File: src/logic/psb_pkg.sv
// Shared constants and types for the pipelined burst SRAM cycle decode.
// Assumes one 40 MHz clock; every user of it imports the whole package.
package psb_pkg;

  localparam int CLK_PERIOD_NS = 25;
  localparam int LANES         = 4;
  localparam int LANE_W        = 8;
  localparam int DATA_W        = LANES * LANE_W;
  localparam int ADDR_W        = 21;

  // Sleep entry and exit time, in clock periods, and its count of cycles.
  localparam int SLEEP_TIME_CYC = 2;
  localparam int SLEEP_CYC      = (SLEEP_TIME_CYC * CLK_PERIOD_NS + CLK_PERIOD_NS - 1) / CLK_PERIOD_NS;
  localparam logic [1:0] SLEEP_CNT_LAST = 2'(SLEEP_CYC - 1);

  // Values after reset.
  localparam logic [1:0] BURST_CNT_RST = 2'h0;
  localparam logic [1:0] SLEEP_CNT_RST = 2'h0;

  typedef enum logic [2:0] {
    CYC_IDLE,
    CYC_DESEL,
    CYC_START_PROC,
    CYC_START_CTRL,
    CYC_CONT,
    CYC_SUSP
  } psb_cyc_t;

  typedef enum logic [1:0] {
    SLP_RUN,
    SLP_ENTER,
    SLP_DOWN,
    SLP_EXIT
  } psb_slp_t;

endpackage : psb_pkg

File: src/logic/psb_burst_cnt.sv
// Two-bit wrapping burst counter over the lowest address bits.
// Assumes load and advance are never high in the same cycle.
`timescale 1ns/1ps
`default_nettype none
module psb_burst_cnt
  import psb_pkg::*;
(
  // Clock and reset.
  input  wire logic       clk_in,
  input  wire logic       rst_in,
  // Control.
  input  wire logic       load_in,
  input  wire logic       adv_in,
  input  wire logic       interleave_in,
  input  wire logic [1:0] base_in,
  // Low address bits.
  output logic      [1:0] cur_lo_out,
  output logic      [1:0] nxt_lo_out
);

  logic [1:0] base_ff;
  logic [1:0] cnt_ff;
  wire  [1:0] cnt_inc;

  function automatic logic [1:0] map_lo(input logic [1:0] b, input logic [1:0] c, input logic il);
    map_lo = il ? (b ^ c) : 2'(b + c);
  endfunction : map_lo

  assign cnt_inc    = 2'(cnt_ff + 2'h1);
  assign cur_lo_out = map_lo(base_ff, cnt_ff, interleave_in);
  assign nxt_lo_out = map_lo(base_ff, cnt_inc, interleave_in);

  always_ff @(posedge clk_in) begin
    if (rst_in) begin
      base_ff <= BURST_CNT_RST;
      cnt_ff  <= BURST_CNT_RST;
    end else if (load_in) begin
      base_ff <= base_in;
      cnt_ff  <= BURST_CNT_RST;
    end else if (adv_in) begin
      cnt_ff  <= cnt_inc;
    end
  end

endmodule : psb_burst_cnt
`default_nettype wire

File: src/logic/psb_sram_decode.sv
// Synchronous cycle decode and data pin control of a pipelined burst SRAM.
// Assumes an array core outside that answers core_rdata_in in the same
// cycle that core_rd_out is high, and a pad ring that resolves the enables.
`timescale 1ns/1ps
`default_nettype none
// Summary of operation
// Deselect combinations tristate data, no address used.
// Sleep request forces power down and tristate.
// Processor strobe with selects begins read burst.
// Processor strobe start cycle never writes.
// Controller strobe start reads or writes externally.
// Advance low continues burst at next address.
// Advance high suspends burst at current address.
// Global or lane byte write gives write.
// No write enables active gives read.
// Output enable gates read data asynchronously.
// Write cycles mask output enable internally.
// Master raises output enable before writes.
// Two-bit burst counter, interleaved or linear.
// Processor strobe write completes on second clock.
// First cycle out of deselect stays tristate.
// Sleep entry and exit take two clocks.
// Read data registered one clock after address.
module psb_sram_decode
  import psb_pkg::*;
#(
  parameter int AW = ADDR_W
) (
  // Clock and reset.
  input  wire logic              clk_in,
  input  wire logic              rst_in,
  // Selects and strobes.
  input  wire logic              chip_sel_primary_n_in,
  input  wire logic              chip_sel_expand_hi_in,
  input  wire logic              chip_sel_expand_lo_n_in,
  input  wire logic              proc_addr_strobe_n_in,
  input  wire logic              ctrl_addr_strobe_n_in,
  input  wire logic              burst_advance_n_in,
  input  wire logic              burst_mode_in,
  input  wire logic [AW-1:0]     addr_in,
  // Write controls.
  input  wire logic              global_write_n_in,
  input  wire logic              byte_write_en_n_in,
  input  wire logic [LANES-1:0]  lane_write_n_in,
  // Asynchronous controls.
  input  wire logic              out_en_n_in,
  input  wire logic              sleep_request_in,
  // Data pins.
  input  wire logic [DATA_W-1:0] dq_in,
  output logic      [DATA_W-1:0] dq_out,
  output logic                   dq_oe_n_out,
  input  wire logic [LANES-1:0]  parity_io_in,
  output logic      [LANES-1:0]  parity_io_out,
  output logic                   parity_io_oe_n_out,
  // Array core side.
  output logic      [AW-1:0]     core_addr_out,
  output logic                   core_rd_out,
  output logic      [LANES-1:0]  core_lane_we_out,
  output logic      [DATA_W-1:0] core_wdata_out,
  output logic      [LANES-1:0]  core_wpar_out,
  input  wire logic [DATA_W-1:0] core_rdata_in,
  input  wire logic [LANES-1:0]  core_rpar_in,
  // Status.
  output logic                   sleep_out
);

  ////////////////////////////////////////////////////////////////////////////
  // Cycle decode.

  logic              active_ff;
  logic              pend_rd_ff;
  logic              rd_drv_ff;
  logic [DATA_W-1:0] dq_ff;
  logic [LANES-1:0]  par_ff;
  logic [AW-1:0]     core_addr_ff;
  logic              core_rd_ff;
  logic [LANES-1:0]  core_we_ff;
  logic [DATA_W-1:0] core_wdata_ff;
  logic [LANES-1:0]  core_wpar_ff;
  psb_slp_t          slp_ff;
  psb_slp_t          nxt_slp;
  logic [1:0]        slp_cnt_ff;
  logic [1:0]        nxt_slp_cnt;
  logic              sleep_ff;

  wire             awake;
  wire             exp_ok;
  wire             all_sel;
  wire             desel;
  wire             start_proc;
  wire             start_ctrl;
  wire             follow;
  wire             cont;
  wire             susp;
  wire             is_start;
  wire             do_write;
  wire             do_read;
  wire [LANES-1:0] lane_we;
  wire             write_n;
  wire [1:0]       cur_lo;
  wire [1:0]       nxt_lo;
  wire [AW-1:0]    nxt_addr;
  psb_cyc_t        cyc;

  assign awake      = (slp_ff == SLP_RUN) & ~sleep_request_in;
  assign exp_ok     = chip_sel_expand_hi_in & ~chip_sel_expand_lo_n_in;
  assign all_sel    = ~chip_sel_primary_n_in & exp_ok;
  assign desel      = (chip_sel_primary_n_in & ~ctrl_addr_strobe_n_in) |
                      (~chip_sel_primary_n_in & ~exp_ok &
                       (~proc_addr_strobe_n_in | ~ctrl_addr_strobe_n_in));
  assign start_proc = all_sel & ~proc_addr_strobe_n_in;
  assign start_ctrl = all_sel & proc_addr_strobe_n_in & ~ctrl_addr_strobe_n_in;
  assign follow     = active_ff & ctrl_addr_strobe_n_in &
                      (proc_addr_strobe_n_in | chip_sel_primary_n_in);
  assign cont       = follow & ~burst_advance_n_in;
  assign susp       = follow & burst_advance_n_in;

  assign cyc = ~awake     ? CYC_IDLE :
               desel      ? CYC_DESEL :
               start_proc ? CYC_START_PROC :
               start_ctrl ? CYC_START_CTRL :
               cont       ? CYC_CONT :
               susp       ? CYC_SUSP : CYC_IDLE;

  assign is_start = (cyc == CYC_START_PROC) | (cyc == CYC_START_CTRL);
  // A processor strobe start is always a read; writes follow it.
  assign do_write = ~write_n & ((cyc == CYC_START_CTRL) | (cyc == CYC_CONT) |
                                (cyc == CYC_SUSP));
  assign do_read  = (cyc == CYC_START_PROC) | (write_n & ((cyc == CYC_START_CTRL) |
                    (cyc == CYC_CONT) | (cyc == CYC_SUSP)));
  assign nxt_addr = is_start ? addr_in :
                    {core_addr_ff[AW-1:2], (cyc == CYC_CONT) ? nxt_lo : cur_lo};

  psb_write_decode u_wdec (
    .global_write_n_in  (global_write_n_in),
    .byte_write_en_n_in (byte_write_en_n_in),
    .lane_write_n_in    (lane_write_n_in),
    .lane_we_out        (lane_we),
    .write_n_out        (write_n)
  );

  psb_burst_cnt u_cnt (
    .clk_in        (clk_in),
    .rst_in        (rst_in),
    .load_in       (is_start),
    .adv_in        (cyc == CYC_CONT),
    .interleave_in (burst_mode_in),
    .base_in       (addr_in[1:0]),
    .cur_lo_out    (cur_lo),
    .nxt_lo_out    (nxt_lo)
  );

  ////////////////////////////////////////////////////////////////////////////
  // Access and output pipeline.

  always_ff @(posedge clk_in) begin
    if (rst_in) begin
      active_ff  <= 1'b0;
      pend_rd_ff <= 1'b0;
      core_rd_ff <= 1'b0;
      core_we_ff <= '0;
    end else begin
      active_ff  <= is_start | (active_ff & awake & ~desel);
      pend_rd_ff <= do_read;
      core_rd_ff <= do_read;
      core_we_ff <= do_write ? lane_we : '0;
    end
  end

  always_ff @(posedge clk_in) begin
    if (rst_in) begin
      core_addr_ff  <= '0;
      core_wdata_ff <= '0;
      core_wpar_ff  <= '0;
    end else if (do_read | do_write) begin
      core_addr_ff  <= nxt_addr;
      core_wdata_ff <= dq_in;
      core_wpar_ff  <= parity_io_in;
    end
  end

  always_ff @(posedge clk_in) begin
    if (rst_in) begin
      rd_drv_ff <= 1'b0;
    end else if (~awake | (cyc == CYC_DESEL) | do_write) begin
      rd_drv_ff <= 1'b0;
    end else if (pend_rd_ff) begin
      rd_drv_ff <= 1'b1;
    end
  end

  // Read data is registered even when the drivers are being switched off.
  always_ff @(posedge clk_in) begin
    if (rst_in) begin
      dq_ff  <= '0;
      par_ff <= '0;
    end else if (pend_rd_ff) begin
      dq_ff  <= core_rdata_in;
      par_ff <= core_rpar_in;
    end
  end

  // Output enable and sleep act on the pads without the clock.
  assign dq_oe_n_out        = ~(rd_drv_ff & ~out_en_n_in & ~sleep_request_in);
  assign parity_io_oe_n_out = dq_oe_n_out;
  assign dq_out             = dq_ff;
  assign parity_io_out      = par_ff;
  assign core_addr_out      = core_addr_ff;
  assign core_rd_out        = core_rd_ff;
  assign core_lane_we_out   = core_we_ff;
  assign core_wdata_out     = core_wdata_ff;
  assign core_wpar_out      = core_wpar_ff;
  assign sleep_out          = sleep_ff;

  ////////////////////////////////////////////////////////////////////////////
  // Sleep sequencing.

  always_comb begin
    nxt_slp     = slp_ff;
    nxt_slp_cnt = slp_cnt_ff;
    unique case (slp_ff)
      SLP_RUN: begin
        if (sleep_request_in) begin
          nxt_slp     = SLP_ENTER;
          nxt_slp_cnt = 2'h1;
        end
      end
      SLP_ENTER: begin
        if (!sleep_request_in) begin
          nxt_slp     = SLP_EXIT;
          nxt_slp_cnt = 2'h1;
        end else if (slp_cnt_ff >= SLEEP_CNT_LAST) begin
          nxt_slp     = SLP_DOWN;
        end else begin
          nxt_slp_cnt = 2'(slp_cnt_ff + 2'h1);
        end
      end
      SLP_DOWN: begin
        if (!sleep_request_in) begin
          nxt_slp     = SLP_EXIT;
          nxt_slp_cnt = 2'h1;
        end
      end
      SLP_EXIT: begin
        if (sleep_request_in) begin
          nxt_slp     = SLP_ENTER;
          nxt_slp_cnt = 2'h1;
        end else if (slp_cnt_ff >= SLEEP_CNT_LAST) begin
          nxt_slp     = SLP_RUN;
        end else begin
          nxt_slp_cnt = 2'(slp_cnt_ff + 2'h1);
        end
      end
    endcase
  end

  always_ff @(posedge clk_in) begin
    if (rst_in) begin
      slp_ff     <= SLP_RUN;
      slp_cnt_ff <= SLEEP_CNT_RST;
      sleep_ff   <= 1'b0;
    end else begin
      slp_ff     <= nxt_slp;
      slp_cnt_ff <= nxt_slp_cnt;
      sleep_ff   <= (nxt_slp == SLP_DOWN) | (nxt_slp == SLP_EXIT);
    end
  end
endmodule : psb_sram_decode
`default_nettype wire

File: src/logic/psb_write_decode.sv
// Decode of the global, byte-enable and per-lane write inputs.
// Assumes inputs come straight from the pins; the caller registers the decoded result.
`timescale 1ns/1ps
`default_nettype none
module psb_write_decode
  import psb_pkg::*;
(
  // Write inputs.
  input  wire logic             global_write_n_in,
  input  wire logic             byte_write_en_n_in,
  input  wire logic [LANES-1:0] lane_write_n_in,
  // Decoded result.
  output logic      [LANES-1:0] lane_we_out,
  output logic                  write_n_out
);

  wire [LANES-1:0] all_lanes;
  wire [LANES-1:0] sel_lanes;

  assign all_lanes   = {LANES{~global_write_n_in}};
  assign sel_lanes   = {LANES{~byte_write_en_n_in}} & ~lane_write_n_in;
  assign lane_we_out = all_lanes | sel_lanes;
  assign write_n_out = ~|lane_we_out;

endmodule : psb_write_decode
`default_nettype wire

File: config.mk
export PLATFORM = sky130hd
export DESIGN_NAME = psb_sram_decode
export DESIGN_NICKNAME = d
export VERILOG_FILES = /design/src/logic/psb_pkg.sv /design/src/logic/psb_burst_cnt.sv /design/src/logic/psb_sram_decode.sv /design/src/logic/psb_write_decode.sv
export SDC_FILE = /design/constraint.sdc
export NUM_CORES = 1
export LEC_CHECK = 0
export ABC_CLOCK_PERIOD_IN_PS = 4500
export BUFFER_PORTS_ARGS = -buffer_cell sky130_fd_sc_hd__buf_2
export CORE_MARGIN = 2
export CORE_UTILIZATION = 49
export DETAILED_ROUTE_END_ITERATION = 16
export PLACE_DENSITY = 0.94
export SLEW_MARGIN = 20
export SYNTH_ARGS = -nofsm -noshare
export SYNTH_HDL_FRONTEND = slang
export SYNTH_SLANG_ARGS = --single-unit
File: constraint.sdc
create_clock -name clk_in -period 4.5 [get_ports clk_in]
set_clock_uncertainty 0.05 [all_clocks]
set_input_delay 0.225 -clock clk_in [delete_from_list [all_inputs] [get_ports clk_in]]
set_output_delay 0.225 -clock clk_in [all_outputs]
set_load 0.02 [all_outputs]
==> results.txt, run 1 <==
- The number of clock buffers added by TritonCTS is 9.
* Buffer depth of the longest clock path: 2
- Peak per-stage delay on the critical path: 0.97 ns
- Top Usage Layer GRT: met2
- In this run, the number of DRC markers left after iteration 0 of detailed routing was 130.
- Switching power share of the total: 25.5%
- Final worst slack: 2.02 ns
- Traced cell by cell, the critical path runs through nor3_1 > and3_2 > o21ai_0 > a21oi_1.
* Die X: 96.3 µm
- Cell depth of the worst flop-to-flop path: 4
* Number of buffers inserted to repair setup after CTS: 0
* GR Util met3: 4.93%
- Top area cells in the synthesized netlist: sky130_fd_sc_hd__dfxtp_1, sky130_fd_sc_hd__mux2i_1, sky130_fd_sc_hd__a21oi_1
- Once the floorplan was initialized, standard cells occupied 50.6% of the core.
- Layout-stage area growth over the synthesis result: 29.4%
* Met2 layer usage reported by global route: 39.4%
- Slew headroom: 26.7%
* CTS sink cnt: 109
* Number of nets in the finished design: 771
- The critical path in this run is classified as register to register.
* Data arrival time at the worst-slack endpoint: 2.69 ns
- Clk Latency, worst-skew pair: 0.34 ns
- First-pass GRT wire length: 16200 µm
* Fmax: 403 MHz
* Req. time, crit path: 4.71 ns
- Total gr overflow: 0
* Fill cell instance count of the final layout: 696
- TritonCTS built the clock tree.
- Post-route clock period utilization: 55.1%
- Fin Setup TNS: 0 ns
* Number of buffers inserted by port buffering: 210
* RSZ-0062 raised after global routing: false
- The Yosys step of the flow raised 0 warnings.
- Hold crit path type: primary input to register
- CP endpoint kind: register
- CTS Hold Bufs: 0
* Synth area leader: sky130_fd_sc_hd__dfxtp_1
- Average detailed-routed wire length per instance: 13.9 µm
* Number of antenna violations at the first check in global routing: 0
* Overall track demand over capacity in global routing: 21.8%
* Static Leak: 2.39 nW
- Switching power total: 0.000430 W
- The cell sitting at the root of the clock tree is a sky130_fd_sc_hd__clkbuf_8.
- Slew of the pin with the lowest slew margin: 1.10 ns
* Sequential standard cell area: 2180 µm²
- After synthesis the cells add up to 4180 µm².
- The region available for standard cell placement spans 8260 µm².
- The H-tree was split into 3 levels.
* Cell count after synthesis: 475
- Max-capacitance violation count: 0
- The number of nets handed over by synthesis was 589.
- After detailed routing, the number of vias per cell comes to 5.26.
- In this run the remaining antenna-violating nets after routing total 0.
* Period minus WS final: 2.48 ns
- The die is 96.3 µm tall.
- Clock-pin slew was measured on the worst setup and hold paths at 0.10 ns.
* Average cell area after synthesis: 8.79 µm²
* Min-Delay Path Depth: 3
* Most common cell in the synthesized netlist: sky130_fd_sc_hd__dfxtp_1
- Setup violations remaining at the end of the flow were counted as 0.
* Power per Cell Area: 312 nW/µm²
- Before CTS, the worst setup slack after placement is 1.68 ns.
* Commonest cells post-synth: sky130_fd_sc_hd__dfxtp_1, sky130_fd_sc_hd__a21oi_1, sky130_fd_sc_hd__nand2_1
* End-of-flow core utilization: 65.4%
- Cts repair resizes: 0
- Registers are responsible for 58.8% of the overall power.
* Worst path slowest cell: sky130_fd_sc_hd__and3_2
* I/O pin cnt: 211
- Placer congestion estimate: 0.811
* Sequential-to-total area share from yosys stat: 52.3%
- The final number of hold-violating endpoints came to 0.
* Total via count in the routed design: 4032
- Element type at the critical path start: register
- The HPWL after detailed placement is 7550 µm.
- Summing all multi-input logic gate instances after layout gives 1830 µm².
* Number of global-route vias before repair: 3858
- Comb power frac: 9.2%
- Pin count of the biggest net entering global routing: 105
- Drt drc: 0
- Clock power share: 31.9%
- Standard-cell row count: 33
- Wires add up to 10700 µm.
- The max-slew violation count was 0.
* Area share of the largest cell type after synthesis: 52.3%
- After synthesis the netlist holds a flip-flop and latch count of 109.
* First-pass detailed-route iteration total: 4
* EDFF count, synth: 0
* Proportion of synthesized flip-flops having asynchronous set or reset: 0%
* Share of post-route cells with drive strength above 1: 35.2%
- Ant diodes: 0
- Internal power comes to 0.00126 W.
* Ys flop type: sky130_fd_sc_hd__dfxtp_1
- Max Fanout on Critical Path: 61
* Number of different library cells in the post-synthesis netlist: 41
- Global routing used 24.2% of the available met1 tracks.
- IR drop worst, VDD: 0.202 mV
- The die covers 9280 µm².
- The run finished with clean final reports.
## registers in the layout, indices dropped and copies added (netlist names), 4 cells and up
name and flops:
core_wpar_out 4, core_lane_we_out 4, core_addr_out 21, dq_out 32, parity_io_out 4, core_wdata_out 32
## layer usage
metal / vias up / share of wire (%)
li1: 2000 / -
met1: 1874 / 39
met2: 140 / 52
met3: 18 / 6.6
met4: 0 / 1.8
met5: - / 0
## kinds of logic after synthesis
logic type,share of synthesized area [%]
simple gates,16.4
compound gates,16.5
flops,52.3
buf+inv,4.32
mux,8.63
fa+ha+maj,1.20
xor+xnor,0.629
## cell usage in the layout (no fill, tap or decap), drive strengths merged, types with 2 or more instances in the layout
cell,synthesis,layout
buf,8,210
dfxtp,109,109
a21oi,62,62
nand2,48,48
nor2,46,46
nand3,41,41
o21ai,40,40
mux2i,36,36
clkbuf,31,10
inv,6,7
clkinv,0,5
nor3,4,4
o21a,4,4
a211oi,4,4
ha,4,4
xnor2,3,3
nand2b,3,3
o211ai,2,2
nor2b,2,2
o31ai,2,2
and2,2,2
## power by group through the flow
| stage | sequential, W | clock, W | combinational, W |
|---|---|---|---|
| 2_1_floorplan | 0.00103 | 0 | 0.0000646 |
| 3_3_place_gp | 0.00101 | 0 | 0.000147 |
| 3_5_place_dp | 0.00101 | 0 | 0.000153 |
| 4_1_cts | 0.000991 | 0.000555 | 0.000155 |
| 5_1_grt | 0.000994 | 0.000593 | 0.000170 |
| 6_report | 0.000991 | 0.000538 | 0.000155 |
## worst max-delay path, delay by kind of cell, from the launching register on
kind            cells  cell delay [ns]
compound gates      2             0.38
simple gates        2             1.57
flops               1             0.36
## layout make-up
type / instances / area share, %
Sequential cell: 109 / 40.4
Multi-Input combinational cell: 321 / 34.0
Timing Repair Buffer: 210 / 19.5
Tap cell: 105 / 2.43
Clock buffer: 10 / 2.36
Clock inverter: 6 / 0.903
Inverter: 6 / 0.417
## through the flow
| stage | instances | hold WS, ns | total power, W | area, µm² |
|---|---|---|---|---|
| finish | 767 | 0.0484 | 0.00168 | 5400 |
| global route | 767 | 0.0302 | 0.00176 | 5400 |
| CTS | 767 | 0.0309 | 0.00170 | 5390 |
| detailed placement | 751 | 0.394 | 0.00117 | 5220 |
| global placement | 751 | 0.389 | 0.00116 | 5210 |
| floorplan | 475 | 0.311 | 0.00109 | 4180 |
## path summary, 6_finish.rpt
path / slack, ns / start / end
setup / recovery: 2.02 / slp_ff[1] / core_wdata_out[4]
setup reg to reg: 2.02 / slp_ff[1] / core_wdata_out[4]
hold / removal: 0.05 / core_rdata_in[1] / dq_out[1]
hold reg to reg: 0.41 / core_addr_out[2] / core_addr_out[2]
Power figures use the tool's default switching activity.
==> run 2: changes to the inputs <==
ABC_CLOCK_PERIOD_IN_PS = 2300   (was 4500)
CORE_UTILIZATION = 45   (was 49)
PLACE_DENSITY = 0.88   (was 0.94)
clock period = 2.3 ns   (was 4.5 ns; I/O delays follow)
==> run 2 against run 1 <==
  * Sequential cell count stayed put
  * Largest power group unchanged
  * Final cell count is 15% higher
  * Maximum frequency is 32% higher
  * Critical path depth stayed put
  * Largest cell class unchanged
==> results.txt, run 2 (synthesis results as in run 1) <==
* Result of the run: finished clean
* Slew of the pin with the lowest slew margin: 0.425 ns
- Post-Place Worst Slack: 0.355 ns
- For this configuration, the core starts out at a cell density of 45.8%.
- In the routed design, unresolved DRC markers number 0.
- The max-slew violation count came to 0.
- Cells fill 71.4% of the core in the end.
- Counting along the longest clock path gives a buffer depth of 2.
- The signal on the critical path passes through or3_1 > or2_1 > or4_1 > a211oi_1.
- The number of antenna violations at the first check in global routing came to 0.
- Destination of the worst hold path: core_lane_we_out[2]
* Number of global-route vias before repair: 4797
- The floorplan step defined a die boundary enclosing 10100 µm².
- The setup check on the worst reg-to-reg path leaves a slack of 0.42 ns.
- Req. time, crit path: 2.53 ns
* CP endpoint kind: register
- Compared with the post-synthesis result, the final layout area differs by 55.7%.
- The routed design has 14200 µm of wire.
- In this run the power density over the cells is 540 nW/µm².
* Element type at the critical path start: register
- Share of post-route cells with drive strength above 1: 31.6%
- During placement, the flow inserted port buffers numbering 210.
* Total gr overflow: 0
* Root Buffer Master: sky130_fd_sc_hd__clkbuf_8
- Standard-cell row count: 35
* Max-capacitance violation count: 0
* RSZ-0062 raised after global routing: false
- The first TritonRoute pass finished after 5 iterations.
- End of the worst register-to-register path: u_cnt.cnt_ff[1]
- The worst hold path was traced through 3 stages.
* I/O pin cnt: 211
- Post-route clock period utilization: 81.6%
- Register clock-pin slew on the reported worst setup and hold paths: 0.11 ns
- Chip height: 100 µm
- Cells after DPL: 768
* Hold crit path type: primary input to register
* Final worst slack: 0.422 ns
- Data arrival time at the worst-slack endpoint: 2.11 ns
* CTS Hold Bufs: 97
- Detailed placement ended at an HPWL of 8220 µm.
* Fin Setup TNS: 0 ns
- The number of cells on the worst reg-to-reg path is 4.
- The worst hold path begins at global_write_n_in.
* Final setup viols: 0
- Total via count in the routed design: 4725
* Placer congestion estimate: 0.831
- Clk Latency, worst-skew pair: 0.36 ns
- In this run the worst path has a maximum fanout of 5.
- Period minus WS final: 1.88 ns
- The library cell used most frequently in the layout, excluding fill and tap cells, is sky130_fd_sc_hd__buf_2.
* Fill cell instance count of the final layout: 642
- Final hold violation count: 0
- Across the VDD grid, the largest voltage drop is 0.460 mV.
- Static Leak: 2.87 nW
- Across every metal layer, demand over resource in global routing totals 27.7%.
- Reg-to-reg critical path startpoint: slp_ff[1]
* Starting DRC count in detailed routing: 168
* Pin count of the biggest net entering global routing: 62
* CTS sink cnt: 109
- For this run, the post-layout net count is 880.
- First-pass GRT wire length: 22300 µm
- In this run the remaining antenna-violating nets after routing total 0.
* Peak per-stage delay on the critical path: 0.47 ns
* Worst path slowest cell: sky130_fd_sc_hd__or4_1
* CTS HTree Levels: 3
- In the final routed layout, each cell accounts on average for 16.1 µm.
- Cts repair resizes: 0
- Power comes to 0.00351 W.
* DR vias/cell: 5.36
- Number of buffers inserted to repair setup after CTS: 0
* Die X: 100 µm
- Excluding fillers, the count of instances in the completed layout stands at 882.
- Measured against its own limit, the worst slew margin works out to 71.7%.
- In this run the standard cell core region covers 9110 µm².
* Top library cells by usage in the layout, fill and taps aside: sky130_fd_sc_hd__buf_2, sky130_fd_sc_hd__dfxtp_1, sky130_fd_sc_hd__dlygate4sd3_1
- The number of antenna diodes in the final layout is 0.
- TritonCTS clock tree: built
- Total CTS buffers: 9
- The setup path with the least slack is of type register to register.
* Fmax: 533 MHz
[run 2: cell types whose count changed in the layout (fill, tap and decap cells not counted), sizes merged]
cell / delta
inv: +2
clkinv: -2
dlygate4sd3: +98
buf: +11
[run 2: worst max-delay path by stage]
stage / startpoint / endpoint / slack [ns] / depth (start not counted)
floorplan: slp_ff[1] / u_cnt.cnt_ff[1] / 0.48 / 5
global placement: chip_sel_primary_n_in / u_cnt.cnt_ff[1] / 0.43 / 5
detailed placement: chip_sel_primary_n_in / u_cnt.cnt_ff[1] / 0.36 / 5
CTS: slp_ff[1] / u_cnt.cnt_ff[1] / 0.42 / 4
global route: slp_ff[1] / u_cnt.cnt_ff[1] / 0.34 / 4
finish: slp_ff[1] / u_cnt.cnt_ff[1] / 0.42 / 4
[run 2: per-stage QoR]
stage	hold WS (ns)	instance area [µm²]
6_report	0.0308	6500
5_1_grt	0.0279	6500
4_1_cts	0.00349	6490
3_5_place_dp	0.306	5330
3_3_place_gp	0.298	5330
2_1_floorplan	0.201	4180
[run 2: metal layers]
layer | track usage (%) | wire (µm) | up-vias | part of all wire [%]
met5 | 0 | 0 | - | 0
met4 | 15.5 | 680 | 0 | 4.8
met3 | 7.45 | 864 | 66 | 6.1
met2 | 50.4 | 7630 | 242 | 54
met1 | 28.5 | 5030 | 2197 | 35
li1 | - | - | 2220 | -
[run 2: power by group]
group | leakage (nW) | total, W | internal [W] | switching (W)
clock network | 0.101 | 0.00111 | 0.000446 | 0.000663
registers | 0.881 | 0.00194 | 0.00192 | 0.0000186
logic | 1.89 | 0.000464 | 0.000250 | 0.000214
total | 2.87 | 0.00351 | 0.00261 | 0.000896
[run 2: layout make-up]
type                    count  area (µm²)  share of cell area (%)
clock buffers              10         138                    2.12
clock inverters             6        53.8                   0.828
inverters                   6        22.5                   0.346
multi-input cells         321        1820                    28.0
flip-flops and latches    109        2180                    33.6
well taps                 111         139                    2.14
repair buffers            319        2140                    33.0
[run 2: worst max-delay path: cells and delay by family, from the launching register on]
kind               cells  cell delay, ns
AOI/OAI and AO/OA      1            0.26
DFF                    1            0.36
and+or+nand+nor        3            1.13
==> run 3: changes to the inputs <==
ABC_CLOCK_PERIOD_IN_PS = 1650   (was 2300)
CORE_UTILIZATION = 41   (was 45)
PLACE_DENSITY = 0.85   (was 0.88)
clock period = 1.65 ns   (was 2.3 ns; I/O delays follow)
==> run 3 against run 2 <==
  * The flow now finishes with violations (setup timing)
  * Total power grew 41%
  * Via count grew 4.8%
  * Clock power grew 38%
  * Sequential share of layout area shrank 1.8 points
  * Sequential power grew 39%
  * Critical path depth is the same
  * Combinational power grew 53%
  * Register-to-register slack lost 0.48 ns
==> results.txt, run 3 (synthesis results as in run 1) <==
- Req. time, crit path: 1.89 ns
- Root Buffer Master: sky130_fd_sc_hd__clkbuf_8
- DP HPWL: 8430 µm
- Including well taps, the total number of placed cells is 801.
- Detailed routing inserted a total of 4950 vias.
* Slew headroom: 72.4%
- CTS HTree Levels: 3
- TritonCTS clock tree: built
- VDD sags by at most 0.498 mV.
- Clk Latency, worst-skew pair: 0.37 ns
- Final worst slack: -0.0537 ns
- End of the worst register-to-register path: u_cnt.cnt_ff[1]
* Top library cells by usage in the layout, fill and taps aside: sky130_fd_sc_hd__buf_2, sky130_fd_sc_hd__dfxtp_1, sky130_fd_sc_hd__dlygate4sd3_1
* Standard-cell row count: 36
- Register clock-pin slew on the reported worst setup and hold paths: 0.10 ns
* Max Fanout on Critical Path: 5
* Destination of the worst hold path: u_cnt.cnt_ff[0]
- Sequential standard cell area: 2180 µm²
- Total area of multi-input combinational cells: 1850 µm²
- After detailed routing, the number of remaining DRC violations is 0.
- Power per Cell Area: 719 nW/µm²
- The critical path in this run is classified as register to register.
- Placer congestion estimate: 0.814
- STA classifies the critical path startpoint as a register.
- The pre-antenna-repair detailed-routing pass consisted of 7 iterations.
- Startpoint of the tightest hold check path: burst_advance_n_in
* Wire length reported by the detailed router: 15600 µm
- The number of antenna violations at the first check in global routing came to 0.
* RSZ-0062 raised after global routing: true
- The tool flagged a number of max-cap violations equal to 0.
- Entering global routing, the biggest net connects 39 pins.
- Cell area after layout: 6880 µm²
- After detailed routing, the average wire length per cell comes to 16.7 µm.
- Relative to the synthesized area, the layout overhead comes to 64.7%.
- Data on the critical path arrives at its endpoint at 1.94 ns.
* Overall track demand over capacity in global routing: 25.9%
* Failing checks: setup timing
- Core box area: 9820 µm²
* Overall die area: 11000 µm²
- Total gr overflow: 0
* Slew of the pin with the lowest slew margin: 0.413 ns
- On the final layout, the worst hold slack is 0.0780 ns.
* Buffer depth of the longest clock path: 2
* Hold crit path type: primary input to register
- At the end of the flow, the number of nets in the layout was 906.
- Summed over all cells, the static leakage comes to 3.04 nW.
* Initial Util: 42.5%
- Port buffering added 210 buffers.
- Die X: 105 µm
- Leading cell type in the layout, fill and taps excluded: sky130_fd_sc_hd__buf_2
* Starting DRC count in detailed routing: 316
* Fmax: 587 MHz
* Slack of the worst reg-to-reg path: -0.05 ns
- Final hold violation count: 0
- Post-Place Worst Slack: -0.105 ns
- Along the worst hold path, the cell count comes to 4.
- Period minus WS final: 1.70 ns
- Buffers inserted during clock tree synthesis total 9.
- Filler-free cell count of the finished design: 930
- I/O pin cnt: 211
- Chip height: 105 µm
* Number of max-slew violations in the final report: 0
- Post-detailed-placement cell area: 5490 µm²
- Final setup viols: 7
- Residual antenna-violating net count after detailed routing: 0
* CTS sink cnt: 109
- CP endpoint kind: register
- DR vias/cell: 5.32
* Fill cell instance count of the final layout: 689
- Share of post-route cells with drive strength above 1: 34.0%
* Reg-to-reg critical path startpoint: slp_ff[0]
- Number of global-route vias before repair: 4904
- The run finished, with violations left.
* Cell depth of the worst flop-to-flop path: 4
* Post-route clock period utilization: 103%
- Ant diodes: 0
- First-pass GRT wire length: 23200 µm
==> run 3: cell types whose count changed in the layout (fill, tap and decap cells not counted), moves of 3 or more <==
cell,before,now
sky130_fd_sc_hd__dlygate4sd3_1,98,102
sky130_fd_sc_hd__buf_12,2,6
sky130_fd_sc_hd__clkbuf_16,0,3
sky130_fd_sc_hd__o21ai_1,0,10
sky130_fd_sc_hd__buf_6,0,3
sky130_fd_sc_hd__buf_4,10,21
sky130_fd_sc_hd__o21ai_0,40,30
==> run 3: worst max-delay path, cell delays in order (launching register included) <==
cell and delay [ns]:
sky130_fd_sc_hd__dfxtp_2 0.33, sky130_fd_sc_hd__or3_4 0.39, sky130_fd_sc_hd__or2_4 0.26, sky130_fd_sc_hd__or4_4 0.42, sky130_fd_sc_hd__a211oi_2 0.18
==> run 3: cell type report <==
| class | instances | area share, % |
|---|---|---|
| Timing Repair Buffer | 345 | 35.9 |
| Multi-Input combinational cell | 321 | 26.9 |
| Sequential cell | 109 | 31.8 |
| Clock buffer | 10 | 1.86 |
| Tap cell | 133 | 2.42 |
| Clock inverter | 6 | 0.783 |
| Inverter | 6 | 0.328 |
==> run 3: repair_timing <==
action,4_1_cts,5_1_grt
resized for setup,4,17
endpoints found under the setup margin,8,54
hold buffers,102,0
gates cloned,0,5
hold endpoints to repair,102,0
buffers inserted,0,6
pin swaps,0,10
==> run 3: report_power, final <==
part | switching [W] | total, W | internal, W
Clock | 0.000949 | 0.00153 | 0.000584
Sequential | 0.0000242 | 0.00270 | 0.00268
Combinational | 0.000323 | 0.000711 | 0.000389
==> run 3: worst max path at each step <==
stage | start | end | slack, ns | depth (start not counted)
after floorplan | core_rd_out | dq_out[10] | -0.11 | 4
after global placement | chip_sel_primary_n_in | u_cnt.cnt_ff[1] | -0.05 | 5
after detailed placement | chip_sel_primary_n_in | u_cnt.cnt_ff[1] | -0.10 | 5
after CTS | slp_ff[0] | u_cnt.cnt_ff[1] | -0.04 | 4
after global routing | slp_ff[0] | core_wdata_out[9] | -0.1 | 7
final | slp_ff[0] | u_cnt.cnt_ff[1] | -0.05 | 4
==> run 3: metal layers <==
metal  global-route usage [%]  share of wire [%]  up-vias
met5                        0                  0        -
met4                     8.10                2.6        0
met3                     5.74                6.5       44
met2                     49.8                 53      271
met1                     27.7                 38     2355
li1                         -                  -     2280
==> run 3: through the flow <==
step / TNS [ns] / utilization, % / power (W)
floorplan: -3.34 / - / 0.00297
global route: -1.56 / 70.0 / 0.00516
CTS: -0.0351 / 68.3 / 0.00494
detailed placement: -0.141 / 55.9 / 0.00323
global placement: -0.0605 / 55.9 / 0.00321
finish: -0.180 / 70.0 / 0.00494
